==> config.mk <==
export PLATFORM = sky130hd
export DESIGN_NAME = brs_sequencer
export DESIGN_NICKNAME = d
export VERILOG_FILES = /design/src/hw/brs_pkg.sv /design/src/hw/brs_sequencer.sv /design/src/hw/brs_run_counter.sv
export SDC_FILE = /design/constraint.sdc
export NUM_CORES = 1
export LEC_CHECK = 0
export ABC_CLOCK_PERIOD_IN_PS = 56600
export BUFFER_PORTS_ARGS = -buffer_cell sky130_fd_sc_hd__buf_2
export CAP_MARGIN = 25
export CORE_MARGIN = 5
export CORE_UTILIZATION = 65
export CTS_CLUSTER_DIAMETER = 150
export CTS_CLUSTER_SIZE = 16
export DETAILED_ROUTE_END_ITERATION = 8
export PLACE_DENSITY = 0.8
export SYNTH_ARGS = -nofsm -noshare
export SYNTH_HDL_FRONTEND = slang
export SYNTH_HIERARCHICAL = 1
export SYNTH_SLANG_ARGS = --single-unit
==> constraint.sdc <==
create_clock -name clk_i -period 56.6 [get_ports clk_i]
set_clock_uncertainty 0.2 [all_clocks]
set_input_delay 8.49 -clock clk_i [delete_from_list [all_inputs] [get_ports clk_i]]
set_output_delay 8.49 -clock clk_i [all_outputs]
set_load 0.005 [all_outputs]
==> src/hw/brs_pkg.sv <==
// constants and types for the buck regulator sequencer
package brs_pkg;
	localparam int unsigned CLK_HZ        = 20_000_000;
	localparam int unsigned CLK_PER_US    = CLK_HZ / 1_000_000;
	localparam int unsigned SS_DELAY_US   = 100;
	localparam int unsigned GOOD_DELAY_US = 11;
	localparam int unsigned CAL_HOLD_US   = 85;
	localparam int unsigned PFM_DECAY_US  = 100;
	localparam logic [11:0] SS_DELAY_CYC   = 12'(SS_DELAY_US * CLK_PER_US);
	localparam logic [7:0]  GOOD_DELAY_CYC = 8'(GOOD_DELAY_US * CLK_PER_US);
	localparam logic [11:0] CAL_HOLD_CYC   = 12'(CAL_HOLD_US * CLK_PER_US);
	localparam logic [11:0] PFM_DECAY_CYC  = 12'(PFM_DECAY_US * CLK_PER_US);
	// voltages are in 100uV units
	localparam int unsigned UNITS_PER_MV   = 10;
	localparam logic [15:0] BASE_LOW_V     = 16'h1d4c;
	localparam logic [15:0] BASE_HIGH_V    = 16'h2e63;
	localparam logic [15:0] STEP_V         = 16'h007d;
	localparam logic [5:0]  CLAMP_CODE     = 6'h37;
	localparam logic [15:0] RAMP_FLOOR_V   = 16'h03e8;
	localparam logic [15:0] PFM_OFS_HI_V   = 16'h0064;
	localparam logic [15:0] PFM_OFS_LO_V   = 16'h0032;
	localparam int unsigned SLEW_MV_PER_US = 20;
	localparam logic [15:0] SLEW_STEP_V    =
		16'(SLEW_MV_PER_US * UNITS_PER_MV / CLK_PER_US);
	localparam int unsigned RAMP_US_PER_V  = 53;
	localparam logic [31:0] RAMP_MUL       = 32'(RAMP_US_PER_V * CLK_PER_US);
	localparam logic [31:0] UNITS_PER_V    = 32'h0000_2710;
	localparam int unsigned LIGHT_LOAD_CYCLES = 32;
	localparam int unsigned SOFT_EN_BIT    = 7;
	localparam int unsigned CODE_MSB       = 5;
	localparam int unsigned MODE_LOW_BIT   = 0;
	localparam int unsigned MODE_HIGH_BIT  = 1;

	typedef enum logic [1:0] {
		OPT_LOW_RANGE = 2'h0,
		OPT_MID_RANGE = 2'h1,
		OPT_HIGH_BASE = 2'h2
	} brs_option_e;

	typedef enum logic [4:0] {
		ST_OFF   = 5'h01,
		ST_DELAY = 5'h02,
		ST_RAMP  = 5'h04,
		ST_CAL   = 5'h08,
		ST_RUN   = 5'h10
	} brs_state_e;

	// per-cycle events from the converter power stage, same clock
	typedef struct packed {
		logic cycle_end;
		logic zero_cross;
		logic dcm_short;
	} brs_conv_s;

	typedef struct packed {
		logic        en_meta;
		logic        en_sync;
		logic        sel_meta;
		logic        sel_sync;
		logic        en_prev;
		logic        load_def;
		brs_state_e  state;
		logic [11:0] timer;
		logic        good_run;
		logic [7:0]  good_cnt;
		logic        good;
		logic        pfm;
		logic [11:0] decay;
		logic [15:0] ramp;
	} brs_state_s;

	localparam brs_state_s BRS_RESET = '{
		state: ST_OFF,
		default: '0
	};
endpackage

==> src/hw/brs_sequencer.sv <==
// power-up, soft-start, setpoint and light-load mode sequencer
`timescale 1ns/1ns
module brs_sequencer #(
	parameter brs_pkg::brs_option_e OPTION = brs_pkg::OPT_LOW_RANGE
) (
	input  wire logic              clk_i,
	input  wire logic              sys_rst_i,
	input  wire logic              enable_pin_i,
	input  wire logic              setpoint_select_pin_i,
	input  wire logic [7:0]        low_setpoint_reg_i,
	input  wire logic [7:0]        high_setpoint_reg_i,
	input  wire logic              hardware_select_bit_i,
	input  wire logic [3:0]        first_control_reg_i,
	input  wire brs_pkg::brs_conv_s conv_i,
	output logic                   bias_on_o,
	output logic                   serial_active_o,
	output logic                   load_defaults_o,
	output logic                   switching_on_o,
	output logic                   pfm_mode_o,
	output logic                   reverse_block_o,
	output logic                   output_good_flag_o,
	output logic [15:0]            vout_ref_o
);
	import brs_pkg::*;

	brs_state_s  s_r;
	brs_state_s  s_nxt;
	logic        use_low;
	logic [7:0]  sel_reg;
	logic        run_req;
	logic [5:0]  code;
	logic [15:0] setpt;
	logic [31:0] ramp_prod;
	logic [11:0] ramp_cyc;
	logic        forced_pwm;
	logic        ll_hit;
	logic [15:0] ramp_sum;
	logic [15:0] pfm_ofs;
	logic [15:0] target;
	logic        in_start;

	// sys_rst_i is the supply lockout, so leaving reset means supply good
	assign use_low = hardware_select_bit_i & ~s_r.sel_sync;
	assign sel_reg = use_low ? low_setpoint_reg_i
		: high_setpoint_reg_i;
	assign run_req = s_r.en_sync & sel_reg[SOFT_EN_BIT];
	assign code = (OPTION == OPT_LOW_RANGE
		&& sel_reg[CODE_MSB:0] > CLAMP_CODE) ? CLAMP_CODE
		: sel_reg[CODE_MSB:0];
	assign setpt = ((OPTION == OPT_HIGH_BASE) ? BASE_HIGH_V : BASE_LOW_V)
		+ 16'(code) * STEP_V;
	// ramp length follows the chosen setpoint, re-evaluated each cycle
	assign ramp_prod = 32'(setpt - RAMP_FLOOR_V) * RAMP_MUL;
	assign ramp_cyc = 12'(ramp_prod / UNITS_PER_V);
	assign forced_pwm = use_low ? first_control_reg_i[MODE_LOW_BIT]
		: first_control_reg_i[MODE_HIGH_BIT];
	assign ramp_sum = s_r.ramp + SLEW_STEP_V;
	assign pfm_ofs = !s_r.pfm ? 16'h0000
		: (s_r.decay == PFM_DECAY_CYC) ? PFM_OFS_LO_V
		: PFM_OFS_HI_V;
	assign target = setpt + pfm_ofs;

	// zero-cross run only counts once calibration has finished, and it
	// restarts after each pulse-mode spell so an exit cannot bounce back
	brs_run_counter #(
		.COUNT(LIGHT_LOAD_CYCLES)
	) u_light_load (
		.clk_i    (clk_i),
		.sys_rst_i(sys_rst_i),
		.clear_i  (s_r.state != ST_RUN || s_r.pfm),
		.strobe_i (conv_i.cycle_end),
		.hit_i    (conv_i.zero_cross),
		.reached_o(ll_hit)
	);

	always_comb begin
		s_nxt = s_r;
		s_nxt.en_meta = enable_pin_i;
		s_nxt.en_sync = s_r.en_meta;
		s_nxt.sel_meta = setpoint_select_pin_i;
		s_nxt.sel_sync = s_r.sel_meta;
		s_nxt.en_prev = s_r.en_sync;
		s_nxt.load_def = s_r.en_sync & ~s_r.en_prev;
		s_nxt.timer = s_r.timer + 12'h001;
		if (s_r.good_run) begin
			if (s_r.good_cnt == GOOD_DELAY_CYC - 8'h01) begin
				s_nxt.good = 1'b1;
				s_nxt.good_run = 1'b0;
			end else begin
				s_nxt.good_cnt = s_r.good_cnt + 8'h01;
			end
		end
		if (s_r.pfm && s_r.state == ST_RUN) begin
			if (s_r.decay != PFM_DECAY_CYC) begin
				s_nxt.decay = s_r.decay + 12'h001;
			end
		end else begin
			s_nxt.decay = 12'h000;
		end
		case (s_r.state)
			ST_OFF: begin
				s_nxt.timer = 12'h000;
				if (run_req) begin
					s_nxt.state = ST_DELAY;
				end
			end
			ST_DELAY: begin
				if (s_r.timer == SS_DELAY_CYC - 12'h001) begin
					s_nxt.state = ST_RAMP;
					s_nxt.timer = 12'h000;
					s_nxt.ramp = RAMP_FLOOR_V;
				end
			end
			ST_RAMP: begin
				s_nxt.ramp = (ramp_sum > setpt) ? setpt : ramp_sum;
				// >= so a setpoint lowered mid-ramp cannot skip the end
				if (s_r.timer >= ramp_cyc - 12'h001) begin
					s_nxt.state = ST_CAL;
					s_nxt.timer = 12'h000;
					s_nxt.good_run = 1'b1;
					s_nxt.good_cnt = 8'h00;
				end
			end
			ST_CAL: begin
				s_nxt.ramp = setpt;
				if (s_r.timer == CAL_HOLD_CYC - 12'h001) begin
					s_nxt.state = ST_RUN;
				end
			end
			ST_RUN: begin
				s_nxt.ramp = target;
				if (forced_pwm) begin
					s_nxt.pfm = 1'b0;
				end else if (!s_r.pfm && ll_hit) begin
					s_nxt.pfm = 1'b1;
				end else if (s_r.pfm && conv_i.dcm_short) begin
					s_nxt.pfm = 1'b0;
				end
			end
			default: begin
				s_nxt.state = ST_OFF;
			end
		endcase
		if (!run_req) begin
			s_nxt.state = ST_OFF;
			s_nxt.timer = 12'h000;
			s_nxt.ramp = 16'h0000;
			s_nxt.good = 1'b0;
			s_nxt.good_run = 1'b0;
			s_nxt.pfm = 1'b0;
		end
	end

	always_ff @(posedge clk_i) begin
		if (sys_rst_i) begin
			s_r <= BRS_RESET;
		end else begin
			s_r <= s_nxt;
		end
	end

	assign in_start = (s_r.state == ST_DELAY) || (s_r.state == ST_RAMP);
	assign bias_on_o = s_r.en_sync;
	assign serial_active_o = s_r.en_sync;
	assign load_defaults_o = s_r.load_def;
	assign switching_on_o = (s_r.state == ST_RAMP)
		|| (s_r.state == ST_CAL) || (s_r.state == ST_RUN);
	assign pfm_mode_o = in_start
		|| (s_r.state == ST_RUN && s_r.pfm);
	assign reverse_block_o = in_start;
	assign output_good_flag_o = s_r.good;
	assign vout_ref_o = s_r.ramp;

	// checking helpers: cycles spent in the current state
	logic [11:0] phase_len;
	always_ff @(posedge clk_i) begin
		if (sys_rst_i || s_nxt.state != s_r.state) begin
			phase_len <= 12'h000;
		end else if (phase_len != 12'hfff) begin
			phase_len <= phase_len + 12'h001;
		end
	end

	localparam int GOOD_D  = GOOD_DELAY_CYC;
	localparam int GOOD_D1 = GOOD_DELAY_CYC + 1;
	localparam int CAL_D   = CAL_HOLD_CYC;
	localparam int CAL_D1  = CAL_HOLD_CYC + 1;
endmodule

==> src/hw/brs_run_counter.sv <==
// counter of consecutive strobed hits with a reached flag held until a strobed miss or clear
`timescale 1ns/1ns
module brs_run_counter #(
	parameter int unsigned COUNT = 32
) (
	input  wire logic clk_i,
	input  wire logic sys_rst_i,
	input  wire logic clear_i,
	input  wire logic strobe_i,
	input  wire logic hit_i,
	output logic      reached_o
);
	localparam int unsigned W = $clog2(COUNT + 1);
	localparam logic [W-1:0] LAST = W'(COUNT - 1);

	typedef struct packed {
		logic [W-1:0] cnt;
		logic         reached;
	} brs_run_s;

	brs_run_s s_r;
	brs_run_s s_nxt;

	always_comb begin
		s_nxt = s_r;
		if (clear_i) begin
			s_nxt = '0;
		end else if (strobe_i) begin
			// a single miss restarts the run
			if (!hit_i) begin
				s_nxt = '0;
			end else if (s_r.cnt == LAST) begin
				s_nxt.reached = 1'b1;
			end else begin
				s_nxt.cnt = s_r.cnt + W'(1);
			end
		end
	end

	always_ff @(posedge clk_i) begin
		if (sys_rst_i) begin
			s_r <= '0;
		end else begin
			s_r <= s_nxt;
		end
	end

	assign reached_o = s_r.reached;
endmodule

# Word-level counts from Yosys, hierarchy flattened
# Cells that the tools add are included.
[op_classes]
reduce_logical = 20
muxes = 24
eq_ne = 17
bitwise = 8
addsub = 9
multipliers = 2
order_cmp = 3
div = 1
[ops]
columns = ["op", "n"]
rows = [
  ["$pmux 16 s4", 1],
  ["$eq 12x11->1 const B", 3],
  ["$pmux 12 s3", 1],
  ["$div 32x14->32 const B", 1],
  ["$mul 32x9->30 const B", 1],
  ["$mux 16", 2],
  ["$mux 26", 1],
  ["$pmux 5 s5", 1],
  ["$add 12x1->12 const B", 2],
  ["$mux 7", 3],
  ["$mux 17", 1],
  ["$add 16x4->16 const B", 1],
  ["$gt 16x14->1", 1],
  ["$mux 8", 2],
  ["$add 14x7->15", 1],
  ["$sub 14x10->15 const B", 1],
  ["$add 13x13->14 const A", 1],
  ["$mul 6x7->13 const B", 1],
  ["$ge 12x12->1", 1],
  ["$mux 6", 2],
  ["$ne 12x11->1 const B", 1],
  ["$sub 12x1->12 const B", 1],
  ["$mux 10", 1],
  ["$reduce_and 2->1", 5],
  ["other kinds (25)", 48],
]
[word_totals]
input_bits = 28
wordCells = 100
reg_bits = 69
out_inout_bits = 23

# Logic depth before layout (Yosys ltp)
[logic_depth]
depth_word = 14
depth_mapped = 108
mapped_depth_nobuf = 97

# Modules after synthesis
# The synthesis kept the hierarchy.
[modules_own_cells]
columns = ["mod", "area_per_inst_um2", "seq_area_each_um2", "n_inst", "cells_each"]
rows = [
  ["brs_sequencer", 13555.5, 1241.2, 1, 1789],
  ["brs_run_counter", 385.4, 140.1, 1, 44],
]

# Worst setup path after synthesis
# No wires, ideal clock.
[synth_path]
path_kind = "input to register"
startpoint = "input hardware_select_bit_i"
endpoint = "register s_r[48] (netlist name)"
t_arrival_ps = 32340
setup_ps = 86
required_ps = 56314
stages = 98
slack_ps = 23974
path_buffers = 5
cell_sequence = "nor2b_1 -> buf_4 -> mux2i_1 -> inv_1 -> ha_1 -> nand2_1 -> mux2_2 -> nand2_1 -> inv_1 -> fa_1 -> fa_1 -> inv_1 -> fa_1 -> inv_1 -> fa_1 -> inv_1 -> ha_1 -> o211ai_1 -> [... 62 more ...] -> mux2_2 -> a311o_1 -> a211o_1 -> nor4b_1 -> xnor2_1 -> ha_1 -> a21oi_1 -> nor2b_1 -> o21ai_0 -> nand2b_1 -> a21oi_1 -> nor2b_1 -> o21ai_0 -> nand2b_1 -> a211o_1 -> a2111oi_4 -> o21ai_2 -> a211oi_1"
[synth_between]
elab_chain_cells = 13
elab_cells_between_ends = 16
cone_classes = "add/sub (3); mul (2); div (1); order compare (2); mux (4); bitwise (3); reduce/logical (1)"
[synth_lines]
columns = ["element", "line_no", "text"]
rows = [
  ["start: declaration", "brs_sequencer.sv:12", "input wire logic hardware_select_bit_i,"],
  ["$and 1x1->1 *", "brs_sequencer.sv:43", "assign use_low = hardware_select_bit_i & ~s_r.sel_sync;"],
  ["$mux 8 *", "brs_sequencer.sv:44", "assign sel_reg = use_low ? low_setpoint_reg_i"],
  ["$gt 6x6->1", "brs_sequencer.sv:48", "&& sel_reg[CODE_MSB:0] > CLAMP_CODE) ? CLAMP_CODE"],
  ["$mux 6", "brs_sequencer.sv:48", ""],
  ["$mul 6x7->13", "brs_sequencer.sv:51", "+ 16'(code) * STEP_V;"],
  ["$add 13x13->14", "brs_sequencer.sv:51", ""],
  ["$sub 14x10->15", "brs_sequencer.sv:53", "assign ramp_prod = 32'(setpt - RAMP_FLOOR_V) * RAMP_MUL;"],
  ["$mul 32x9->30", "brs_sequencer.sv:53", ""],
  ["$div 32x14->32", "brs_sequencer.sv:54", "assign ramp_cyc = 12'(ramp_prod / UNITS_PER_V);"],
  ["$sub 12x1->12", "brs_sequencer.sv:117", "if (s_r.timer >= ramp_cyc - 12'h001) begin"],
  ["$ge 12x12->1", "brs_sequencer.sv:117", ""],
  ["$mux 26", "brs_sequencer.sv:117", ""],
  ["$pmux 12 s3", "brs_sequencer.sv:100", "case (s_r.state)"],
  ["end signal: assignment", "brs_sequencer.sv:158", "s_r <= s_nxt;"],
  ["end: declaration", "brs_sequencer.sv:26", "brs_state_s s_r;"],
]
# Mark *: on every way between the ends. The rest lies on a longest branch, timed or not. The select of a mux whose other input is x is not followed.
# A chain may end at the register's enable or synchronous reset.

# Worst setup path after layout
[layout_path]
startpoint = "input hardware_select_bit_i"
endpoint = "register s_r[43] (netlist name)"
# Same word-level chain as after synthesis.

==> summary.txt <==
Final layout
  – Area grow syn2layout: 4.30%
  – Fill cell count: 1798
  – Share of cells above drive strength 1: 8.61%
  – Commonest cells after routing, fill and taps aside: nor2_1 (152), xnor2_1 (128), nand2_1 (126), ha_1 (124), a21oi_1 (94)
  – Most common cell after layout, fill and taps aside: nor2_1
  – # diodes: 0
  – Fin nets: 2005

Global routing
  – First-pass GRT wire length: 60700 um
  – Remaining Overflow, GRT: 0
  – Vias in the first global route: 13200
  – Largest net degree at the start of global routing: 18
  – Initial antenna violation count: 0
  – Total GRT Usage: 28.3%

Run status
  – Status: finished clean

Setup path
  – Reg-to-Reg Start: s_r[58]$_SDFF_PP0_
  – Critical path's top delay family: compound AO/OA/AOI/OAI gates
  – FF-to-FF End: s_r[43]$_SDFF_PP0_
  – Worst r2r path cells: 96
  – R2R setup slack: 25920 ps
  – Worst Path Required: 56640 ps
  – Critical setup path kind: in -> reg
  – Critical-path top delay cell: xnor2_1
  – WP buf/inv: 9
  – Worst Setup End Kind: register
  – Slowest Stage Delay on Critical Path: 870 ps
  – Crit start category: primary input
  – CP arrival: 38670 ps
  – Critical path peak fanout: 17

Clock tree
  – Num CTS Buffers: 9
  – H-Tree Depth: 3
  – CTS clk-pin slew, worst paths: 60 ps
  – Clock Tree Buf Depth: 2
  – Resize count post-CTS: 0
  – Post-CTS Setup Bufs: 0
  – Hold_buf cts: 0
  – CTS tree: done
  – Skew-Pair Late Insertion Delay: 330 ps
  – Clock sink total: 69
  – Root buffer cell: clkbuf_16

Placed design
  – Routability cong.: 0.928
  – HPWL Detailed: 28100 um
  – I/O Buffers: 46

Die
  – Area of the core: 21100 um^2
  – Initial Util: 66.1%
  – Num rows: 53
  – Die Area: 24500 um^2
  – Die Y: 156 um
  – I/O pin total: 51
  – Die width: 156 um

STA
  – Max_slew headroom: 30.1%
  – Final worst-path cycle share: 68.2%
  – Number of setup violations in the final report: 0
  – Number of hold violations in the final report: 0
  – Setup TNS: 0 ps
  – Max-slew violation total from the final report: 0
  – Fmax: 25.9 MHz
  – Tightest Pin Transition: 1040 ps
  – Min Tclk post-route: 38630 ps
  – RSZ-0062 raised after global routing: false

Route
  – Drt pass-1 iters: 6
  – Drc violations: 0
  – Via count: 14200
  – Routed WL per cell: 16.8 um
  – Final wirelength: 35500 um
  – Post-route ant nets: 0
  – Mean number of vias per cell: 6.72
  – DRT iter0 DRCs: 1053

Logic synthesis
  – Synth Cell Area: 13900 um^2
  – Yosys top cell by area: ha_1
  – Sequential cell area fraction in the yosys report: 9.91%
  – Post-Synth XOR/XNOR Area: 11.7%
  – Synth cell types: 122
  – Post-synthesis mux area share: 3.13%
  – Top_reg_cell synth: dfxtp_1
  – Post-synthesis compound-gate area fraction: 32.0%
  – Syn Area/Cell: 7.61 um^2
  – Yosys warning count: 6
  – Largest family of logic cells by synthesized area: compound AO/OA/AOI/OAI gates
  – Synth Area in Simple Gates: 23.8%
  – Synth area leaders: ha_1 (11%), dfxtp_1 (9.9%), xnor2_1 (8.0%), nor2_1 (4.1%), nand2_1 (3.4%)
  – Synthesized Nets: 2007
  – Post-synthesis adder-cell area fraction: 14.5%
  – Synth Register Bits: 69
  – Synthesized instance count: 1833
  – Asr flop ratio synth: 0%
  – EDFF count, synth: 0
  – Area share of the largest cell type after synthesis: 11.1%

Min path
  – Hold Path Stages: 1
  – Hold Path Sink: load_defaults_o$_SDFF_PP0_
  – Worst hold path class: reg -> reg
  – Hold path start: s_r[57]$_SDFF_PP0_

Flow run
  – Max Cap Viol: 0
## synth_stat cells (27+ instances only)
cell	count
a211oi_1	42
a21o_1	38
a21oi_1	94
a31oi_1	38
and2_1	31
and3_1	27
clkbuf_1	29
dfxtp_1	69
ha_1	124
inv_1	92
mux2i_1	29
nand2_1	126
nand2b_1	29
nand3_1	65
nor2_1	152
nor3_1	55
o211ai_1	30
o21ai_0	59
o21ai_1	32
xnor2_1	128
xor2_1	49
## worst max-delay path by stage
stage / start / to / slack [ps] / cells past startpoint
floorplan: hardware_select_bit_i / s_r[48]$_SDFF_PP0_ / 23970 / 98
global placement: hardware_select_bit_i / s_r[42]$_SDFF_PP0_ / 18520 / 97
detailed placement: hardware_select_bit_i / s_r[43]$_SDFF_PP0_ / 18010 / 97
CTS: hardware_select_bit_i / s_r[43]$_SDFF_PP0_ / 18220 / 97
global route: hardware_select_bit_i / s_r[43]$_SDFF_PP0_ / 15810 / 97
finish: hardware_select_bit_i / s_r[43]$_SDFF_PP0_ / 17970 / 97
## metal layers
layer	vias up	routed length (um)	GRT usage, %
met1	6633	16000	38.0
met5	-	0	0
li1	6932	-	-
met2	542	16500	48.5
met3	80	2160	2.54
met4	0	808	7.98
## sequential cells by signal, summed over array words and instances (netlist names)
register                cells
vout_ref_o                 16
s_nxt                       2
load_defaults_o             1
output_good_flag_o          1
bias_on_o                   1
u_light_load/s_r            6
s_r                        41
u_light_load/reached_o      1
## metrics by stage
step | hold WS, ps | cells | area, um^2 | setup WS (ps) | utilization, %
2_1_floorplan | 168 | 1833 | 13900 | 23970 | -
4_1_cts | 198 | 2109 | 14500 | 18220 | 68.9
5_1_grt | 202 | 2110 | 14500 | 15810 | 69.0
6_report | 194 | 2110 | 14500 | 17970 | 69.0
3_5_place_dp | 187 | 2094 | 14200 | 18010 | 67.4
3_3_place_gp | 180 | 2093 | 14200 | 18520 | 67.3
## kinds of logic (layout without fill, tap and decap cells)
family / Yosys count / after routing
fa+ha+maj: 149 / 149
flops: 69 / 69
buf+inv: 160 / 162
mux: 41 / 41
compound gates: 591 / 591
xor+xnor: 182 / 182
simple gates: 641 / 641
## worst reg2reg max path: cells and delay by family, from the launching register on
family                     cells  cell delay, ps
AOI/OAI and AO/OA             41           13300
xor gates and xnor gates       6            2330
adders and majority gates     11            4450
buffers and inverters          8            1500
DFF                            1             300
muxes                          5            1860
and+or+nand+nor               25            6640
## area by class of cell
class,count,area (um^2),area share (%)
clock buffer,11,243,1.67
clock inverter,4,72.6,0.499
inverter,96,360,2.48
multi-input combinational,1604,11900,81.6
sequential,69,1380,9.50
tap,275,344,2.37
timing repair buffer,51,275,1.89
Power is left out: the tool's default activity adds up to more than one toggle a clock period on the data nets, which glitch-free logic cannot reach.
